[src/pkg/motor_regs_pkg.sv]
// Purpose: constants and carriers for the command/status register slice
// Assumes: 32-bit register words, byte offsets as printed
// Notes: key value is arbitrary, module parameter overrides it
package motor_regs_pkg;
  // ---------------------------------------------------------------
  // register offsets
  // ---------------------------------------------------------------
  localparam logic [11:0] algorithm_command_off = 12'h0e6;
  localparam logic [11:0] device_speed_control_off = 12'h0e8;
  localparam logic [11:0] bus_power_telemetry_off = 12'h0ec;
  // ---------------------------------------------------------------
  // field positions
  // ---------------------------------------------------------------
  localparam int store_bit = 31;
  localparam int recall_bit = 30;
  localparam int fault_clear_bit = 29;
  localparam int retry_clear_bit = 28;
  localparam int key_lsb = 20;
  localparam int key_msb = 27;
  localparam int kick_bit = 0;
  localparam int select_bit = 15;
  localparam int speed_lsb = 16;
  localparam int speed_msb = 30;
  localparam int current_lsb = 16;
  localparam int power_lsb = 0;
  // ---------------------------------------------------------------
  // reset values
  // ---------------------------------------------------------------
  localparam logic [31:0] reg_reset = 32'h0000_0000;
  localparam logic [7:0] default_unlock_key = 8'h5a;
  // ---------------------------------------------------------------
  // carriers
  // ---------------------------------------------------------------
  typedef struct packed {
    logic store;
    logic recall;
    logic fault_clear;
    logic retry_clear;
    logic kick_set;
  } cmd_pulses_t;

  typedef struct packed {
    logic [15:0] current;
    logic [15:0] power;
  } telemetry_t;
endpackage : motor_regs_pkg

[src/logic/motor_ctrl_status_command_regs.sv]
// Purpose: register slice for telemetry, algorithm commands, speed control
// Assumes: simple synchronous register port, inputs sync to clock
// Notes: command bits are one-cycle pulses to the control core, except the kick, which is held until the core consumes it
//
// Overview of operation
// Telemetry bits 31-16 report supply current, raw/256 gives amperes.
// Telemetry bits 15-0 report input power, raw/64 gives watts.
// A written one at bit 31 of the command register stores shadow to NVM.
// A written one at bit 30 recalls NVM contents to the shadow registers.
// A written one at bit 29 clears all driver and controller faults.
// A written one at bit 28 clears the lock fault retry counters.
// Store is honoured only when bits 27-20 hold the correct unlock key.
// In bus watchdog mode the host periodically writes one to bit 0.
// The core clears the watchdog kick bit on its own after it is set.
// The host leaves unlisted offsets untouched as reserved.
// Control bit 15 picks the speed pin or the register speed value.
// Control bits 30-16 hold the digital speed, percent = value/32767.
// Command bits fire once on a written one; a zero starts nothing.
// Telemetry writes are ignored and it shows the latest measurement.
`timescale 1ns/1ps
module motor_ctrl_status_command_regs
  import motor_regs_pkg::*;
#(
  parameter logic [7:0] unlock_key = motor_regs_pkg::default_unlock_key
)(
  // clock and reset
  input wire logic clock,
  input wire logic resetn,
  // register port
  input wire logic [11:0] reg_addr,
  input wire logic reg_write,
  input wire logic reg_read,
  input wire logic [31:0] reg_wdata,
  output logic [31:0] reg_rdata,
  output logic reg_rvalid,
  // measurements from the control core
  input wire motor_regs_pkg::telemetry_t meas,
  input wire logic kick_consumed,
  // commands to the control core
  output motor_regs_pkg::cmd_pulses_t cmd,
  output logic host_watchdog_kick,
  output logic speed_source_select,
  output logic [14:0] digital_speed_command
);
  import motor_regs_pkg::*;

  // ---------------------------------------------------------------
  // parameter checks
  // ---------------------------------------------------------------
  // key compare and speed slice are sized by unlock_key and the speed port, so the
  // package field positions must agree with them
  localparam int key_width = key_msb - key_lsb + 1;
  localparam int speed_width = speed_msb - speed_lsb + 1;
  if (key_width != $bits(unlock_key))
  begin : bad_key_width
    $error("unlock key field width does not match the key");
  end
  if (speed_width != $bits(digital_speed_command))
  begin : bad_speed_width
    $error("speed field width does not match the speed port");
  end

  // ---------------------------------------------------------------
  // decode
  // ---------------------------------------------------------------
  wire logic cmd_wr;
  wire logic ctl_wr;
  wire logic key_ok;
  wire logic [31:0] read_mux;
  assign cmd_wr = reg_write && (reg_addr == algorithm_command_off);
  assign ctl_wr = reg_write && (reg_addr == device_speed_control_off);
  assign key_ok = reg_wdata[key_msb:key_lsb] == unlock_key;
  // telemetry is never stored, so writes to it have no target
  assign read_mux = (reg_addr == bus_power_telemetry_off) ?
                    {meas.current, meas.power} : reg_reset;

  // ---------------------------------------------------------------
  // command pulses
  // ---------------------------------------------------------------
  cmd_pulses_t cmd_next;
  logic kick_reg;
  logic select_reg;
  logic [14:0] speed_reg;
  always_comb
  begin
    cmd_next = '0;
    if (cmd_wr)
    begin
      cmd_next.store = reg_wdata[store_bit] && key_ok;
      cmd_next.recall = reg_wdata[recall_bit];
      cmd_next.fault_clear = reg_wdata[fault_clear_bit];
      cmd_next.retry_clear = reg_wdata[retry_clear_bit];
      cmd_next.kick_set = reg_wdata[kick_bit];
    end
  end

  always_ff @(posedge clock or negedge resetn)
  begin
    if (!resetn)
    begin
      cmd <= '0;
      reg_rdata <= reg_reset;
      reg_rvalid <= 1'b0;
    end
    else
    begin
      cmd <= cmd_next;
      reg_rvalid <= reg_read;
      reg_rdata <= reg_read ? read_mux : reg_reset;
    end
  end

  // ---------------------------------------------------------------
  // watchdog kick: set by host, cleared by core, set wins
  // a kick landing with the core's clear must not be lost
  // ---------------------------------------------------------------
  always_ff @(posedge clock or negedge resetn)
  begin
    if (!resetn)
      kick_reg <= 1'b0;
    else if (cmd_next.kick_set)
      kick_reg <= 1'b1;
    else if (kick_consumed)
      kick_reg <= 1'b0;
  end
  assign host_watchdog_kick = kick_reg;

  // ---------------------------------------------------------------
  // speed control register
  // ---------------------------------------------------------------
  always_ff @(posedge clock or negedge resetn)
  begin
    if (!resetn)
    begin
      select_reg <= 1'b0;
      speed_reg <= '0;
    end
    else if (ctl_wr)
    begin
      select_reg <= reg_wdata[select_bit];
      speed_reg <= reg_wdata[speed_msb:speed_lsb];
    end
  end
  assign speed_source_select = select_reg;
  assign digital_speed_command = speed_reg;
endmodule : motor_ctrl_status_command_regs

[config.mk]
export PLATFORM = sky130hd
export DESIGN_NAME = motor_ctrl_status_command_regs
export DESIGN_NICKNAME = d
export VERILOG_FILES = /design/src/pkg/motor_regs_pkg.sv /design/src/logic/motor_ctrl_status_command_regs.sv
export SDC_FILE = /design/constraint.sdc
export NUM_CORES = 1
export LEC_CHECK = 0
export BUFFER_PORTS_ARGS = -buffer_cell sky130_fd_sc_hd__buf_2
export CAP_MARGIN = 20
export CORE_MARGIN = 10
export CORE_UTILIZATION = 43
export DETAILED_ROUTE_END_ITERATION = 6
export GPL_ROUTABILITY_DRIVEN = 0
export PLACE_DENSITY = 0.95
export SYNTH_ARGS = -nofsm -noshare
export SYNTH_HDL_FRONTEND = slang
export SYNTH_SLANG_ARGS = --single-unit
[constraint.sdc]
create_clock -name clock -period 1.4 [get_ports clock]
set_input_delay 0.28 -clock clock [delete_from_list [all_inputs] [get_ports clock]]
set_output_delay 0.28 -clock clock [all_outputs]
set_load 0.1 [all_outputs]
Yosys cells after proc, flatten, opt, wreduce, memory -nomap -nowiden. Index checks and enable logic that the tools add are counted.

Bits in registers: 55. Bits of input ports: 81. Output and inout port bits: 55. Logic and storage cells: 23.

Eq/ne operators: 4. Muxes and demuxes: 5. Reduce and logical (&&, ||, !) cells: 4.

Operator list (number): 2-to-1 mux 32 bit (2); equality test 12 x 8 -> 1 bit (second input constant) (3); equality test 8 x 7 -> 1 bit (second input constant) (1); 2-to-1 mux 5 bit (1); logical AND 1 bit (3); 2-to-1 mux 1 bit (2); nonzero test 2 bit (1).

Longest topological paths before layout.
Depth after elaboration: 4. Gate-level depth with buffers: 4. Mapped depth without buffers: 3.

Worst setup path before layout. Ideal clock, no wire load.

Kind: input port to flip-flop. Start point: input reg_addr[9]. End point: register speed_reg[10] (netlist: digital_speed_command[10]). Setup time: 0.125 ns. Data arrival time: 1.769 ns. Data required time: 1.275 ns. Slack: -0.494 ns. Stages: 4. Buffers on the path: 1. Cells stage by stage: or4_4 -> nor4_4 -> buf_6 -> mux2_2.

Longest elaborated chain between the ends: 2.

RTL lines: start: declaration (line motor_ctrl_status_command_regs.sv:30) `input wire logic [11:0] reg_addr,`; equality test 12 x 8 -> 1 bit (line motor_ctrl_status_command_regs.sv:71) `assign ctl_wr = reg_write && (reg_addr == device_speed_control_off);`; logical AND 1 bit (line motor_ctrl_status_command_regs.sv:71); end signal: assignment (line motor_ctrl_status_command_regs.sv:141) `speed_reg <= reg_wdata[speed_msb:speed_lsb];`; end: declaration (line motor_ctrl_status_command_regs.sv:83) `logic [14:0] speed_reg;`.

No other way between the ends. A chain may end at the register's enable or synchronous reset.

Final worst setup path.
Start point: input reg_addr[9]. End point: register speed_reg[11] (netlist: digital_speed_command[11]).

The elaborated chain is that of the path after synthesis.

==> out/metrics.yaml <==
sta:
  rsz0062_at_grt: "yes"
  maxSlewViolCount: 0
  timing.fmax_ghz: 0.632
  period_minus_slack_ps: 1580
  finalCritPeriodShare_pct: 113
  fin_skew_ps: 0
  tightest_slew_ps: 501
  relSlewSlack_pct: 66.8
  finalSetupViolCount: 53
  timing.final.ws_setup_ps: -181
  hold_viol: 0
clock_tree:
  htreeDepth: 2
  cts_tree: "yes"
  clkSinkCount: 55
  cts-root-buf: "clkbuf_8"
  cts_buffer_depth: 2
  clkLatencyLatePin_ps: 290
  cts-buffers-inserted: 5
  clk_pin_slew_worst_paths_ps: 90
flow_run:
  max_cap_viol_count: 0
die:
  core_area_sq_um: 4380
  io_pins: 136
  die_h_um: 87.3
  start_util_pct: 44.4
  dieWidth_um: 87.3
  die-area_sq_um: 7620
  rows: 24
logic_synthesis:
  synth_area_leaders: "dfrtp_1 71%, and2_1 11%, mux2_2 9.3%"
  synth_most_common_cell: "dfrtp_1"
  synth.avg_cell_area_sq_um: 15.3
  async_reset_ff_share_pct: 100
  ys_seq_area_share_pct: 70.7
  synth-edff-count: 0
  yosys.area.top_type: "dfrtp_1"
  ys_ff_latch: 55
  synth_top_area_share_pct: 70.7
  synthCells: 127
  syn_area_sq_um: 1950
  yosysUniqueCellTypes: 18
  yosys_most_used_dff: "dfrtp_1"
  synth_common_cells: "55 x dfrtp_1, 35 x and2_1, 16 x mux2_2"
  yosys_warnings: 0
  synth_nets: 208
placed_design:
  place_inst: 308
  port_buffers: 121
  dp_hpwl_um: 4240
critical_path:
  critPathArrivalTime_ps: 1770
  required_ps: 1590
  worstSetupEndpointType: "flop"
  worst_path_largest_cell_delay_ps: 550
  rrSetupSlack_ps: 630
  cp_slowest_cell: "or4_4"
  worstPathCellList: "buf_6, or4_4, nor4_4, buf_12, mux2_2"
  critPathMaxFanout: 16
  start_kind: "input pin"
  setup.worst_path.class: "in2reg"
hold_path:
  min_path_type: "in2reg"
cells_and_area:
  finalNonFillerCells: 323
  seq_area_sq_um: 1380
  n_antenna_cell: 0
  fin_nets: 351
  final.fill_count: 315
  multi_input_area_sq_um: 623
  syn2layout_area_growth_pct: 55.2
  layout-drive-gt1-share_pct: 69.4
power:
  p_leak_nw: 1.77
  ir_drop_mv: 0.688
  power_mw: 2.71
  p_per_area_nw_per_um2: 898
detailed_routing:
  viasPerCell: 4.73
  wl_um: 5530
  wl_per_cell_um: 17.1
  drc_errors: 0
  ant_nets: 0
  vias: 1527
  dr.pass1.iters: 4
  first_iter_violations: 46
global_route:
  grt_pass1_vias: 1742
  grt_pass1_wl_um: 8540
  antenna_found_initial: 0
  grt_max_degree: 56
  grt_overflow_total: 0
  grt.total_usage_pct: 14.3
outcome:
  status: "complete, but fails checks"
  violations: "negative setup slack"
placed cells by master, fill, tap and decap left out, types with 2 or more instances in the layout:
cell | synthesis | final
buf_2 | 0 | 105
dfrtp_1 | 55 | 55
and2_4 | 0 | 22
mux2_2 | 16 | 16
clkbuf_4 | 0 | 14
and2_1 | 35 | 13
buf_6 | 1 | 10
buf_4 | 0 | 8
clkbuf_8 | 0 | 7
nand4b_1 | 4 | 4
nor4_4 | 1 | 3
buf_12 | 0 | 2
final timing paths:
path	start	endpoint	depth (start not counted)
worst max-delay path	reg_addr[9]	digital_speed_command[11]$_DFFE_PN0P_	5
min in group asynchronous	resetn	cmd[3]$_DFF_PN0_	3
max in group asynchronous	resetn	reg_rdata[10]$_DFF_PN0_	3
worst max register to register	digital_speed_command[0]$_DFFE_PN0P_	digital_speed_command[0]$_DFFE_PN0P_	1
worst min register to register	digital_speed_command[5]$_DFFE_PN0P_	digital_speed_command[5]$_DFFE_PN0P_	1
worst min-delay path	reg_read	reg_rvalid$_DFF_PN0_	1
layout make-up:
cell class	instances	area share, %
multi-input cells	67	20.6
inverters	1	0.124
repair buffers	140	28.2
flip-flops and latches	55	45.5
clock buffers	8	3.31
well taps	52	2.15
through the flow:
| stage | setup WS (ps) | hold WS [ps] | area [sq um] | setup TNS (ps) | util [%] |
|---|---|---|---|---|---|
| after detailed placement | -510 | 307 | 2720 | -22250 | 62.0 |
| after global routing | -197 | 91.4 | 3020 | -7100 | 68.9 |
| after global placement | -440 | 292 | 2720 | -20980 | 62.0 |
| after floorplan | -494 | -15.6 | 1950 | -12660 | - |
| after CTS | -182 | 103 | 2940 | -4730 | 67.0 |
| final | -181 | 116 | 3020 | -5400 | 68.9 |
critical path, delay by kind of cell:
family	cells	cell delay [ps]
and+or+nand+nor	2	850
muxes	1	340
buffers and inverters	2	290
kinds of logic after synthesis:
kind of cell / share of synthesized area, %
mux: 9.25
compound gates: 0.450
buf+inv: 1.35
flops: 70.7
simple gates: 18.3
state kept, by name, summed over array words and instances, names as in the netlist:
name,count
cmd,5
digital_speed_command,15
host_watchdog_kick,1
reg_rdata,32
reg_rvalid,1
speed_source_select,1
per-layer routing:
layer / track usage, % / share of wire [%]
met5: 0 / 0
met4: 3.62 / 0.43
met3: 8.80 / 14
met2: 25.3 / 53
met1: 13.4 / 33
report_power, final:
part           switching, mW  internal (mW)  total (mW)
clock network          0.464          0.452       0.916
logic                  0.106         0.0988       0.205
registers            0.00159           1.59        1.59
what timing repair did:
action	CTS	global route
gates resized for setup	23	30
setup buffers	2	0
cloned	4	0
endpoints found under the hold margin	55	0
pin swaps	14	11
hold buffers	1	0
setup endpoints to repair	51	67
Note: power is estimated with default switching activity, not from simulation.
